==> src/hdl/wsfu_pkg.sv <==
// Constants and types for the wideband speech frame unpacker.
// Assumes a single clock domain; shared by the unpacker and its bit FIFO.
package wsfu_pkg;

	localparam int unsigned FRAME_BITS_FULL = 477;	// Mode with high-band energy
	localparam int unsigned FRAME_BITS_NOHB = 461;	// Mode without high-band energy
	localparam int unsigned FRAME_CNT_W     = 9;

	localparam int unsigned N_SPV      = 7;
	localparam int unsigned SPV_MAX_W  = 8;
	localparam int unsigned SPV_W0     = 8;
	localparam int unsigned SPV_W1     = 8;
	localparam int unsigned SPV_W2     = 6;
	localparam int unsigned SPV_W3     = 7;
	localparam int unsigned SPV_W4     = 7;
	localparam int unsigned SPV_W5     = 5;
	localparam int unsigned SPV_W6     = 5;
	localparam int unsigned SPV_BUS_W  = 46;

	localparam int unsigned W_VAD       = 1;
	localparam int unsigned W_PITCH_ABS = 9;
	localparam int unsigned W_PITCH_REL = 6;
	localparam int unsigned W_FILT      = 1;
	localparam int unsigned W_PULSE     = 11;
	localparam int unsigned N_PULSE     = 8;
	localparam int unsigned W_GAIN      = 7;
	localparam int unsigned W_HBE       = 4;
	localparam int unsigned ACC_W       = 11;
	localparam int unsigned FLD_CNT_W   = 4;

	localparam int unsigned N_SUBFR     = 4;
	localparam logic [1:0]  SUBFR_LAST  = 2'h3;
	localparam logic [1:0]  SUBFR_ABS2  = 2'h2;

	localparam int unsigned FIFO_WIDTH  = 2;
	localparam int unsigned FIFO_DEPTH  = 16;

	typedef enum logic [3:0] {
		ST_VAD,
		ST_SPV,
		ST_PITCH_ABS,
		ST_PITCH_REL,
		ST_FILT,
		ST_PULSE,
		ST_GAIN,
		ST_HBE,
		ST_OUT
	} wsfu_state_t;

endpackage

==> src/hdl/wsfu_unpacker.sv <==
// Serial frame unpacker for the two highest-rate wideband speech modes,
// with the input bit FIFO that buffers the serial stream.
// Assumes source and decoder sit on CLK; all inputs are synchronous to it.
`timescale 1ns/1ps
`default_nettype none

////////////////////////////////////////////////////////////////////////////////
// Bit FIFO: valid/ready on both sides, honest full and empty
module wsfu_fifo
	import wsfu_pkg::*;
#(
	parameter int unsigned WIDTH = FIFO_WIDTH,
	parameter int unsigned DEPTH = FIFO_DEPTH
)(
	input  wire logic             clk,
	input  wire logic             reset,
	input  wire logic             ce,
	input  wire logic             in_valid,
	output logic                  in_ready,
	input  wire logic [WIDTH-1:0] in_data,
	output logic                  out_valid,
	input  wire logic             out_ready,
	output logic      [WIDTH-1:0] out_data
);
	localparam int unsigned AW = $clog2(DEPTH);

	logic [WIDTH-1:0] mem_ff [DEPTH];
	logic [AW:0]      wr_ptr_ff;
	logic [AW:0]      rd_ptr_ff;
	wire              full;
	wire              empty;
	wire              push;
	wire              pop;

	assign full      = (wr_ptr_ff[AW] != rd_ptr_ff[AW]) && (wr_ptr_ff[AW-1:0] == rd_ptr_ff[AW-1:0]);
	assign empty     = (wr_ptr_ff == rd_ptr_ff);
	assign in_ready  = ce & ~full;
	assign out_valid = ~empty;
	assign out_data  = mem_ff[rd_ptr_ff[AW-1:0]];
	assign push      = in_valid & in_ready;
	assign pop       = ce & out_ready & ~empty;

	always_ff @(posedge clk)
	begin
		if (push)
			mem_ff[wr_ptr_ff[AW-1:0]] <= in_data;
	end

	always_ff @(posedge clk or posedge reset)
	begin
		if (reset)
		begin
			wr_ptr_ff <= '0;
			rd_ptr_ff <= '0;
		end
		else
		begin
			if (push)
				wr_ptr_ff <= wr_ptr_ff + 1'b1;
			if (pop)
				rd_ptr_ff <= rd_ptr_ff + 1'b1;
		end
	end
endmodule

////////////////////////////////////////////////////////////////////////////////
// Function
// - Full-mode frame holds 477 bits; all are consumed before completion.
// - Every field arrives MSB first and is shifted in MSB to LSB.
// - Bit 1 is voice activity; bits 2-9 first 8-bit subvector index.
// - Bits 10-17 second index (8 bits); bits 18-23 third index (6 bits).
// - Bits 24-30 fourth index, bits 31-37 fifth index, 7 bits each.
// - Bits 38-42 sixth and 43-47 seventh index, 5 bits each.
// - Subframe one: 9-bit absolute pitch, filter flag, then first pulse index.
// - First pulse indices of tracks two to four follow, 11 bits each.
// - Second pulse indices of tracks one to four follow, 11 bits each.
// - 7-bit gain index, then 4-bit high-band energy in full mode only.
// - Full mode subframe two starts with a 6-bit relative pitch index.
// - Full mode subframe two then repeats filter flag through high-band energy.
// - Full mode subframe three repeats subframe one with absolute pitch.
// - Full mode subframe four repeats subframe two with relative pitch.
// - 461-bit mode: no energy field; relative pitch at bits 153-158.
// - 461-bit mode subframe three repeats subframe one layout.
// - 461-bit mode subframe four repeats subframe two, ending at bit 461.
// - Second mode carries exactly 461 bits per frame.
module wsfu_unpacker
	import wsfu_pkg::*;
#(
	parameter int unsigned DEPTH = FIFO_DEPTH
)(
	input  wire logic                   CLK,
	input  wire logic                   RESET,
	input  wire logic                   CE,
	input  wire logic                   BIT_VALID,
	output logic                        BIT_READY,
	input  wire logic                   BIT_DATA,
	input  wire logic                   BIT_MODE_FULL,
	output logic                        SF_VALID,
	input  wire logic                   SF_READY,
	output logic [1:0]                  SF_INDEX,
	output logic                        SF_LAST,
	output logic                        FRAME_MODE_FULL,
	output logic                        FRAME_LEN_OK,
	output logic                        VOICE_ACTIVITY_FLAG,
	output logic [SPV_BUS_W-1:0]        SPECTRAL_PAIR_SUBVECTOR,
	output logic [W_PITCH_ABS-1:0]      SF_PITCH,
	output logic                        SF_PITCH_RELATIVE,
	output logic                        PITCH_FILTER_SELECT_FLAG,
	output logic [N_PULSE*W_PULSE-1:0]  SF_PULSE,
	output logic [W_GAIN-1:0]           SF_GAIN,
	output logic [W_HBE-1:0]            SF_HB_GAIN,
	output logic                        SF_HB_GAIN_VALID
);

	function automatic logic [FLD_CNT_W-1:0] spv_width(input logic [2:0] idx);
		case (idx)
			3'h0:    spv_width = FLD_CNT_W'(SPV_W0);
			3'h1:    spv_width = FLD_CNT_W'(SPV_W1);
			3'h2:    spv_width = FLD_CNT_W'(SPV_W2);
			3'h3:    spv_width = FLD_CNT_W'(SPV_W3);
			3'h4:    spv_width = FLD_CNT_W'(SPV_W4);
			3'h5:    spv_width = FLD_CNT_W'(SPV_W5);
			default: spv_width = FLD_CNT_W'(SPV_W6);
		endcase
	endfunction

	function automatic logic [FLD_CNT_W-1:0] field_width(input wsfu_state_t st,
		input logic [2:0] idx);
		case (st)
			ST_SPV:       field_width = spv_width(idx);
			ST_PITCH_ABS: field_width = FLD_CNT_W'(W_PITCH_ABS);
			ST_PITCH_REL: field_width = FLD_CNT_W'(W_PITCH_REL);
			ST_PULSE:     field_width = FLD_CNT_W'(W_PULSE);
			ST_GAIN:      field_width = FLD_CNT_W'(W_GAIN);
			ST_HBE:       field_width = FLD_CNT_W'(W_HBE);
			ST_FILT:      field_width = FLD_CNT_W'(W_FILT);
			default:      field_width = FLD_CNT_W'(W_VAD);
		endcase
	endfunction

	////////////////////////////////////////////////////////////////////////////
	// Input buffering; back-pressure reaches the source through BIT_READY
	wire                  fifo_valid;
	wire                  fifo_ready;
	wire [FIFO_WIDTH-1:0] fifo_data;

	wsfu_fifo #(
		.WIDTH (FIFO_WIDTH),
		.DEPTH (DEPTH)
	) i_wsfu_fifo (
		.clk       (CLK),
		.reset     (RESET),
		.ce        (CE),
		.in_valid  (BIT_VALID),
		.in_ready  (BIT_READY),
		.in_data   ({BIT_MODE_FULL, BIT_DATA}),
		.out_valid (fifo_valid),
		.out_ready (fifo_ready),
		.out_data  (fifo_data)
	);

	////////////////////////////////////////////////////////////////////////////
	// Parser state
	wsfu_state_t              state_ff;
	wsfu_state_t              nxt_state;
	logic [FLD_CNT_W-1:0]     bit_cnt_ff;
	logic [ACC_W-1:0]         acc_ff;
	logic [2:0]               spv_cnt_ff;
	logic [2:0]               pulse_cnt_ff;
	logic [1:0]               sf_ff;
	logic                     mode_ff;
	logic [FRAME_CNT_W-1:0]   frame_bits_ff;
	logic                     vad_ff;
	logic [SPV_MAX_W-1:0]     spv_ff [N_SPV];
	logic [W_PITCH_ABS-1:0]   pitch_ff;
	logic                     pitch_rel_ff;
	logic                     filt_ff;
	logic [W_PULSE-1:0]       pulse_ff [N_PULSE];
	logic [W_GAIN-1:0]        gain_ff;
	logic [W_HBE-1:0]         hbe_ff;

	wire                      in_bit;
	wire                      take;
	wire                      field_end;
	wire [ACC_W-1:0]          nxt_acc;
	wire [FLD_CNT_W-1:0]      fld_w;
	wire                      out_take;
	wire                      cur_mode;
	wire [FRAME_CNT_W-1:0]    exp_bits;

	assign in_bit     = fifo_data[0];
	// Parsing stalls while a finished subframe waits for the decoder
	assign fifo_ready = CE & (state_ff != ST_OUT);
	assign take       = fifo_valid & fifo_ready;
	assign fld_w      = field_width(state_ff, spv_cnt_ff);
	assign field_end  = take & (bit_cnt_ff == fld_w - 1'b1);
	assign nxt_acc    = {acc_ff[ACC_W-2:0], in_bit};
	assign out_take   = CE & (state_ff == ST_OUT) & SF_READY;
	// Mode is caught at the frame's first bit and held for the frame
	assign cur_mode   = (state_ff == ST_VAD) ? fifo_data[1] : mode_ff;
	assign exp_bits   = mode_ff ? FRAME_CNT_W'(FRAME_BITS_FULL)
		: FRAME_CNT_W'(FRAME_BITS_NOHB);

	always_comb
	begin
		nxt_state = state_ff;
		case (state_ff)
			ST_VAD:       nxt_state = ST_SPV;
			ST_SPV:       nxt_state = (spv_cnt_ff == 3'(N_SPV - 1)) ? ST_PITCH_ABS : ST_SPV;
			ST_PITCH_ABS: nxt_state = ST_FILT;
			ST_PITCH_REL: nxt_state = ST_FILT;
			ST_FILT:      nxt_state = ST_PULSE;
			ST_PULSE:     nxt_state = (pulse_cnt_ff == 3'(N_PULSE - 1)) ? ST_GAIN : ST_PULSE;
			ST_GAIN:      nxt_state = cur_mode ? ST_HBE : ST_OUT;
			ST_HBE:       nxt_state = ST_OUT;
			default:      nxt_state = ST_VAD;
		endcase
	end

	always_ff @(posedge CLK or posedge RESET)
	begin
		if (RESET)
		begin
			state_ff      <= ST_VAD;
			bit_cnt_ff    <= '0;
			acc_ff        <= '0;
			spv_cnt_ff    <= '0;
			pulse_cnt_ff  <= '0;
			sf_ff         <= '0;
			mode_ff       <= 1'b0;
			frame_bits_ff <= '0;
		end
		else if (out_take)
		begin
			// Subframes 2 and 4 relative, 3 absolute
			sf_ff    <= sf_ff + 1'b1;
			state_ff <= (sf_ff == SUBFR_LAST) ? ST_VAD
				: ((sf_ff + 1'b1) == SUBFR_ABS2) ? ST_PITCH_ABS : ST_PITCH_REL;
		end
		else if (take)
		begin
			acc_ff        <= field_end ? '0 : nxt_acc;
			bit_cnt_ff    <= field_end ? '0 : bit_cnt_ff + 1'b1;
			frame_bits_ff <= (state_ff == ST_VAD) ? FRAME_CNT_W'(1)
				: frame_bits_ff + 1'b1;
			if (state_ff == ST_VAD)
				mode_ff <= fifo_data[1];
			if (field_end)
			begin
				state_ff <= nxt_state;
				if (state_ff == ST_SPV)
					spv_cnt_ff <= (nxt_state == ST_SPV) ? spv_cnt_ff + 1'b1 : '0;
				if (state_ff == ST_PULSE)
					pulse_cnt_ff <= (nxt_state == ST_PULSE) ? pulse_cnt_ff + 1'b1 : '0;
			end
		end
	end

	////////////////////////////////////////////////////////////////////////////
	// Field capture; held stable while SF_VALID stands
	always_ff @(posedge CLK or posedge RESET)
	begin
		if (RESET)
		begin
			vad_ff       <= 1'b0;
			spv_ff       <= '{default: '0};
			pitch_ff     <= '0;
			pitch_rel_ff <= 1'b0;
			filt_ff      <= 1'b0;
			pulse_ff     <= '{default: '0};
			gain_ff      <= '0;
			hbe_ff       <= '0;
		end
		else if (field_end)
		begin
			case (state_ff)
				ST_VAD:       vad_ff <= in_bit;
				ST_SPV:       spv_ff[spv_cnt_ff] <= nxt_acc[SPV_MAX_W-1:0];
				ST_PITCH_ABS:
				begin
					pitch_ff     <= nxt_acc[W_PITCH_ABS-1:0];
					pitch_rel_ff <= 1'b0;
				end
				ST_PITCH_REL:
				begin
					pitch_ff     <= {{(W_PITCH_ABS-W_PITCH_REL){1'b0}}, nxt_acc[W_PITCH_REL-1:0]};
					pitch_rel_ff <= 1'b1;
				end
				ST_FILT:      filt_ff <= in_bit;
				ST_PULSE:     pulse_ff[pulse_cnt_ff] <= nxt_acc;
				ST_GAIN:      gain_ff <= nxt_acc[W_GAIN-1:0];
				ST_HBE:       hbe_ff <= nxt_acc[W_HBE-1:0];
				default:      vad_ff <= vad_ff;
			endcase
		end
	end

	////////////////////////////////////////////////////////////////////////////
	// Outputs
	assign SF_VALID                 = (state_ff == ST_OUT);
	assign SF_INDEX                 = sf_ff;
	assign SF_LAST                  = (sf_ff == SUBFR_LAST);
	assign FRAME_MODE_FULL          = mode_ff;
	assign FRAME_LEN_OK             = (frame_bits_ff == exp_bits);
	assign VOICE_ACTIVITY_FLAG      = vad_ff;
	assign SF_PITCH                 = pitch_ff;
	assign SF_PITCH_RELATIVE        = pitch_rel_ff;
	assign PITCH_FILTER_SELECT_FLAG = filt_ff;
	assign SF_GAIN                  = gain_ff;
	assign SF_HB_GAIN               = mode_ff ? hbe_ff : '0;
	assign SF_HB_GAIN_VALID         = mode_ff;
	assign SPECTRAL_PAIR_SUBVECTOR  = {spv_ff[0][SPV_W0-1:0], spv_ff[1][SPV_W1-1:0],
		spv_ff[2][SPV_W2-1:0], spv_ff[3][SPV_W3-1:0], spv_ff[4][SPV_W4-1:0],
		spv_ff[5][SPV_W5-1:0], spv_ff[6][SPV_W6-1:0]};

	genvar g;
	generate
		for (g = 0; g < N_PULSE; g++)
		begin : g_pulse
			assign SF_PULSE[g*W_PULSE +: W_PULSE] = pulse_ff[g];
		end
	endgenerate

endmodule

`default_nettype wire
==> config.mk <==
export PLATFORM = sky130hd
export DESIGN_NAME = wsfu_unpacker
export DESIGN_NICKNAME = d
export VERILOG_FILES = /design/src/hdl/wsfu_pkg.sv /design/src/hdl/wsfu_unpacker.sv
export SDC_FILE = /design/constraint.sdc
export NUM_CORES = 1
export LEC_CHECK = 0
export BUFFER_PORTS_ARGS = -buffer_cell sky130_fd_sc_hd__buf_2
export CORE_MARGIN = 2
export CORE_UTILIZATION = 55
export CTS_CLUSTER_SIZE = 10
export DETAILED_ROUTE_END_ITERATION = 16
export PLACE_DENSITY_LB_ADDON = 0.25
export SYNTH_ARGS = -nofsm -noshare
export SYNTH_HDL_FRONTEND = slang
export SYNTH_SLANG_ARGS = --single-unit
==> constraint.sdc <==
create_clock -name CLK -period 8.9 [get_ports CLK]
set_input_delay 1.335 -clock CLK [delete_from_list [all_inputs] [get_ports CLK]]
set_output_delay 1.335 -clock CLK [all_outputs]
set_load 0.1 [all_outputs]
==> flow_metrics.env, run 1 <==
export IMPL_outcome="complete, no violations"
export IMPL_power_w=0.003711
export IMPL_crit_arrival_ns=5.08
export IMPL_nets=907
export IMPL_route_detailed_drc=0
export IMPL_synth_cell_types=51
export IMPL_grt_pass1_wl_mm=36.92
export IMPL_numPortBuffers=171
export IMPL_clock_root_buffer="clkbuf_16"
export IMPL_final_core_util_pct=65.67
export IMPL_grt_antenna_before_repair=0
export IMPL_htree_levels=1
export IMPL_final_common_cell="dfrtp_1"
export IMPL_layout_min_cycle_time_ns=4.664
export IMPL_final_cell_mix="203 x dfrtp_1, 171 x buf_2, 155 x mux2_2, 52 x nand2_1, 32 x edfxtp_1"
export IMPL_post_cts_buffers=0
export IMPL_diodes=0
export IMPL_dpl_hpwl_mm=15.04
export IMPL_synth_warnings=0
export IMPL_routed_via_density=5.689
export IMPL_async_reset_ff_share_pct=86.38
export IMPL_startpoint_type="flop"
export IMPL_critPathKind="flop to flop"
export IMPL_fillers=1292
export IMPL_insertion_delay_ns=0.54
export IMPL_cts_resized=0
export IMPL_stdcell_area_sq_um=11760
export IMPL_firstDrtPassIters=5
export IMPL_hold_class="flop to flop"
export IMPL_synth_cells=723
export IMPL_avgSynthCellArea_sq_um=13.80
export IMPL_crit_required_ns=9.32
export IMPL_ys_seq_area_share_pct=60.55
export IMPL_finalSetupViolations=0
export IMPL_die_height_um=138.7
export IMPL_syn_num_nets=747
export IMPL_wl_per_cell_um=20.43
export IMPL_holdWs_ns=0.4773
export IMPL_postPlaceCellArea_sq_um=11030
export IMPL_tightest_slew_ns=1.138
export IMPL_ctsHoldBuffers=0
export IMPL_syn_to_final_growth_pct=17.85
export IMPL_final_antenna_net_count=0
export IMPL_cap_viol_max_count=0
export IMPL_cts_tree="done"
export IMPL_rsz0062_at_grt="false"
export IMPL_slew_violations=0
export IMPL_fmax_mhz=214.4
export IMPL_period_share_pct=52.41
export IMPL_io_pins=172
export IMPL_final_layout_size_suffix_gt1_share_pct=43.55
export IMPL_grt_overflow=0
export IMPL_cts_sinks=235
export IMPL_rows=49
export IMPL_cp_max_fo=30
export IMPL_cp_end_kind="flop"
export IMPL_finalWeightedCongestion=0.9067
export IMPL_clk_path_buf_depth=3
export IMPL_power_density_nw_per_um2=315.7
export IMPL_syn_cell_area_sq_um=9976
export IMPL_grt_use_total_pct=23.89
export IMPL_dieArea_sq_um=19230
export IMPL_relSlewSlack_pct=23.51
export IMPL_ys_ff_latch=235
export IMPL_grt_pass1_vias=6730
export IMPL_initial_core_util_pct=55.72
export IMPL_cts_buffers_inserted=27
export IMPL_regArea_sq_um=6041
export IMPL_num_vias=6372
export IMPL_multi_input_area_sq_um=3727
export IMPL_clkSlewWorstSetupHoldPaths_ns=0.06
export IMPL_grt_max_degree=129
export IMPL_core_area_sq_um=17900
export IMPL_wirelength_mm=22.88
export IMPL_skew_ns=0.02069
export IMPL_synth_edf_count=32
export IMPL_finalSetupTns_ns=0
export IMPL_irDropWorstVdd_v=0.0002837
export IMPL_ys_flop_type="dfrtp_1"
export IMPL_leakage_nw=5.991
export IMPL_drt_iter0_drc=351
export IMPL_die_w_um=138.7
export IMPL_hold_viol_final=0
[logic make-up (layout without fill, tap and decap cells)]
kind of cell | count (synthesis) | in the layout | share of synthesized area [%]
fa+ha+maj | 17 | 17 | 2.132
mux | 171 | 171 | 20.41
xor+xnor | 26 | 26 | 2.283
simple gates | 162 | 162 | 8.880
flops | 235 | 235 | 60.55
buf+inv | 60 | 228 | 2.458
compound gates | 52 | 52 | 3.286
[metal layers]
metal | GRT usage (%) | wire (um) | vias up
li1 | - | - | 2881
met1 | 31.56 | 9651 | 3231
met2 | 40.15 | 11080 | 221
met3 | 5.974 | 1668 | 39
met4 | 6.167 | 476 | 0
met5 | 0 | 0 | -
[registers in the layout, summed over array words and instances (netlist names), 2 cells and up]
register / count
state_ff: 4
SF_GAIN: 7
bit_cnt_ff: 4
acc_ff: 10
SF_PULSE: 88
i_wsfu_fifo.mem_ff: 32
SPECTRAL_PAIR_SUBVECTOR: 46
SF_INDEX: 2
pulse_cnt_ff: 3
hbe_ff: 4
i_wsfu_fifo.rd_ptr_ff: 5
i_wsfu_fifo.wr_ptr_ff: 5
SF_PITCH: 9
frame_bits_ff: 9
spv_cnt_ff: 3
[stage by stage]
stage / setup WS (ns) / instances
2_1_floorplan: 2.026 / 723
3_3_place_gp: 4.491 / 1083
3_5_place_dp: 4.271 / 1083
5_1_grt: 3.888 / 1120
6_report: 4.236 / 1120
4_1_cts: 4.265 / 1120
[Yosys cell counts, types with 12 or more instances]
cell / number / area share, %
xor2_1: 14 / 1.2
edfxtp_1: 32 / 9.6
and2_1: 21 / 1.3
dfrtp_1: 203 / 51
buf_2: 13 / 0.65
clkbuf_1: 30 / 1.1
xnor2_1: 12 / 1.1
nand2_1: 52 / 2.0
ha_1: 17 / 2.1
nor2_1: 20 / 0.75
o21ai_0: 27 / 1.4
mux2_2: 155 / 17
[report_power, final]
group | switching [W] | internal (W)
clock | 0.000398 | 0.000549
sequential | 0.000288 | 0.00124
combinational | 0.000887 | 0.000351
[layout make-up]
class                      instances  share of cell area [%]
tap                              229                   2.437
clock inverter                     1                  0.1703
timing repair buffer             180                   7.854
inverter                          11                  0.4151
multi-input combinational        428                   31.70
clock buffer                      36                   6.034
sequential                       235                   51.38
[critical path, stage by stage, from the launching register on]
cell,delay [ns]
dfrtp_1,0.50
ha_1,0.30
or3_1,0.36
a2111oi_4,0.45
ha_1,0.24
xor2_1,0.17
xnor2_1,0.09
nor4b_1,0.46
o21a_1,0.82
nand4_1,0.66
mux2_2,0.49
[final timing paths]
path | endpoint | start | cells past startpoint | slack (ns)
worst max-delay path | SF_PULSE[0] | spv_cnt_ff[0] | 10 | 4.24
min in group asynchronous | hbe_ff[3] | RESET | 2 | 0.97
worst min-delay path | SPECTRAL_PAIR_SUBVECTOR[10] | SPECTRAL_PAIR_SUBVECTOR[10] | 1 | 0.48
worst min register to register | SPECTRAL_PAIR_SUBVECTOR[10] | SPECTRAL_PAIR_SUBVECTOR[10] | 1 | 0.48
worst max register to register | SF_PULSE[0] | spv_cnt_ff[0] | 10 | 4.24
max in group asynchronous | bit_cnt_ff[3] | RESET | 3 | 6.39
(Power assumes the default switching activity.)
==> run 2, diff against run 1 <==
Settings changed: CORE_UTILIZATION 55 to 51.
Clock period 8.9 ns to 3.9 ns, I/O delays scaled along.
==> run 2 against run 1 <==
Final area grew 2.9%. Register-to-register slack lost 4.0 ns. Via count grew 0.77%. Utilization shrank 3.1 points. Sequential share of layout area shrank 1.4 points. First-iteration DRC count grew 3.7%. Hold slack lost 0.27 ns. Global-route usage shrank 2.6 points. Sequential power grew 120%. Non-clock buffer count grew 29.
==> flow_metrics.env, run 2 (same netlist as run 1, synthesis figures left out) <==
export IMPL_pwr_share_seq_pct=38.9
export IMPL_postPlaceCellArea_sq_um=11220
export IMPL_grtUsageMet1_pct=29.77
export IMPL_crit_required_ns=4.29
export IMPL_routed_via_density=5.423
export IMPL_relSlewSlack_pct=36.80
export IMPL_largest_reg_flops=88
export IMPL_fmax_mhz=273.8
export IMPL_grt_pass1_wl_mm=34.62
export IMPL_worst_slack_ns=0.2483
export IMPL_dieArea_sq_um=20700
export IMPL_grt_busiest_layer="met2"
export IMPL_clkPwrFrac_pct=24.8
export IMPL_netSwitchingPower_w=0.003655
export IMPL_power_density_nw_per_um2=721.0
export IMPL_io_pins=172
export IMPL_final_antenna_net_count=0
export IMPL_cp_end_kind="flop"
export IMPL_cp_max_fo=10
export IMPL_r2r_start="spv_cnt_ff[0]"
export IMPL_insertion_delay_ns=0.52
export IMPL_core_area_sq_um=19330
export IMPL_final_cell_mix="203 x dfrtp_1, 171 x buf_2, 155 x mux2_2, 52 x nand2_1, 36 x buf_4"
export IMPL_fillers=1509
export IMPL_clkSlewWorstSetupHoldPaths_ns=0.06
export IMPL_cap_viol_max_count=0
export IMPL_period_share_pct=93.63
export IMPL_leakage_nw=6.154
export IMPL_rows=51
export IMPL_drt_iter0_drc=364
export IMPL_rsz0062_at_grt="false"
export IMPL_wirelength_mm=22.37
export IMPL_clock_root_buffer="clkbuf_16"
export IMPL_cp_buffers_inverters=3
export IMPL_grt_antenna_before_repair=0
export IMPL_crit_arrival_ns=4.05
export IMPL_cts_sinks=235
export IMPL_power_internal_w=0.005063
export IMPL_combPwrFrac_pct=36.3
export IMPL_ctsHoldBuffers=0
export IMPL_die_height_um=143.9
export IMPL_num_vias=6421
export IMPL_hold_viol_final=0
export IMPL_path_delay_family="simple AND/OR/NAND/NOR gates"
export IMPL_finalSetupTns_ns=0
export IMPL_irDropWorstVdd_v=0.0006414
export IMPL_slowest_delay_ns=0.43
export IMPL_initial_core_util_pct=51.60
export IMPL_grt_overflow=0
export IMPL_cts_buffers_inserted=27
export IMPL_cts_tree="done"
export IMPL_route_detailed_drc=0
export IMPL_dpl_hpwl_mm=14.64
export IMPL_hold_class="input port to async pin"
export IMPL_worstRegToRegCells=13
export IMPL_wl_per_cell_um=18.90
export IMPL_syn_to_final_growth_pct=21.22
export IMPL_cp_depth=13
export IMPL_power_share_switching_pct=41.93
export IMPL_grt_use_met3_pct=4.499
export IMPL_firstDrtPassIters=5
export IMPL_r2r_end="SPECTRAL_PAIR_SUBVECTOR[41]"
export IMPL_crit_path_frequent_cell="buf_4"
export IMPL_grt_use_met2_pct=34.61
export IMPL_stdcell_area_sq_um=12090
export IMPL_finalSetupViolations=0
export IMPL_dpl_worst_slack_ns=-0.1057
export IMPL_slew_violations=0
export IMPL_grt_max_degree=96
export IMPL_final_common_cell="dfrtp_1"
export IMPL_finalWeightedCongestion=0.8787
export IMPL_clk_path_buf_depth=3
export IMPL_outcome="complete, no violations"
export IMPL_r2r_slack_ns=0.25
export IMPL_skew_ns=0.009079
export IMPL_diodes=0
export IMPL_die_w_um=143.9
export IMPL_layout_min_cycle_time_ns=3.652
export IMPL_numPortBuffers=171
export IMPL_nets=937
export IMPL_grt_pass1_vias=6300
export IMPL_htree_levels=1
export IMPL_startpoint_type="flop"
export IMPL_cp_slowest_cell="dfrtp_1"
export IMPL_critPathKind="flop to flop"
export IMPL_grt_use_total_pct=21.27
export IMPL_path_cells="ha_1, or3_1, a2111oi_4, ha_1, xor2_1, xnor2_1, nor4b_4, buf_4, o21a_4, buf_4, nand4_1, buf_4, mux2_2"
export IMPL_final_layout_size_suffix_gt1_share_pct=46.25
export IMPL_tightest_slew_ns=0.9480
run 2: area by class of cell:
cell class	count	area (sq um)	share of cell area, %
inverters	11	45.04	0.3725
clock buffers	34	721.9	5.970
clock inverters	1	8.758	0.07243
well taps	265	331.6	2.742
flip-flops and latches	235	6041	49.95
repair buffers	209	1157	9.571
multi-input cells	429	3787	31.32
run 2: how the worst max path moves through the flow:
stage / startpoint / to / slack, ns
finish: spv_cnt_ff[0] / SPECTRAL_PAIR_SUBVECTOR[41] / 0.25
floorplan: spv_cnt_ff[0] / SPECTRAL_PAIR_SUBVECTOR[14] / 0.21
detailed placement: spv_cnt_ff[1] / SF_GAIN[1] / -0.11
global placement: spv_cnt_ff[0] / SPECTRAL_PAIR_SUBVECTOR[15] / -0.003
CTS: spv_cnt_ff[1] / SPECTRAL_PAIR_SUBVECTOR[41] / 0.12
global route: spv_cnt_ff[0] / SF_PULSE[53] / 0.03
run 2: repair_timing:
action                                  4_1_cts  5_1_grt
endpoints found under the setup margin       91      133
endpoints found under the hold margin         0        0
pin swaps                                     1        3
buffers inserted                              3        7
cloned                                        0        2
resized for setup                             4        4
run 2: stage by stage:
stage	instances	total power (W)	utilization (%)	hold slack, ns
CTS	1175	0.008597	62.02	0.2662
detailed placement	1137	0.006386	58.04	0.4694
global route	1184	0.009129	62.54	0.2748
finish	1184	0.008719	62.54	0.2065
floorplan	723	0.005627	-	0.4619
global placement	1137	0.006340	58.04	0.4634
run 2: tightest hold or removal path, stage by stage:
cell        delay (ns)
buf_2             0.11
clkinvlp_4        0.10
buf_12            0.36
run 2: routing by layer:
layer | up-vias | wire, um
li1 | 2942 | -
met1 | 3272 | 9968
met2 | 182 | 10810
met3 | 25 | 1277
met4 | 0 | 314
met5 | - | 0
run 2: power by group through the flow:
stage / clock network (W) / logic [W] / registers (W)
floorplan: 0 / 0.00157 / 0.00406
CTS: 0.00220 / 0.00300 / 0.00340
global placement: 0 / 0.00292 / 0.00342
finish: 0.00216 / 0.00317 / 0.00339
global route: 0.00231 / 0.00337 / 0.00345
detailed placement: 0 / 0.00295 / 0.00343
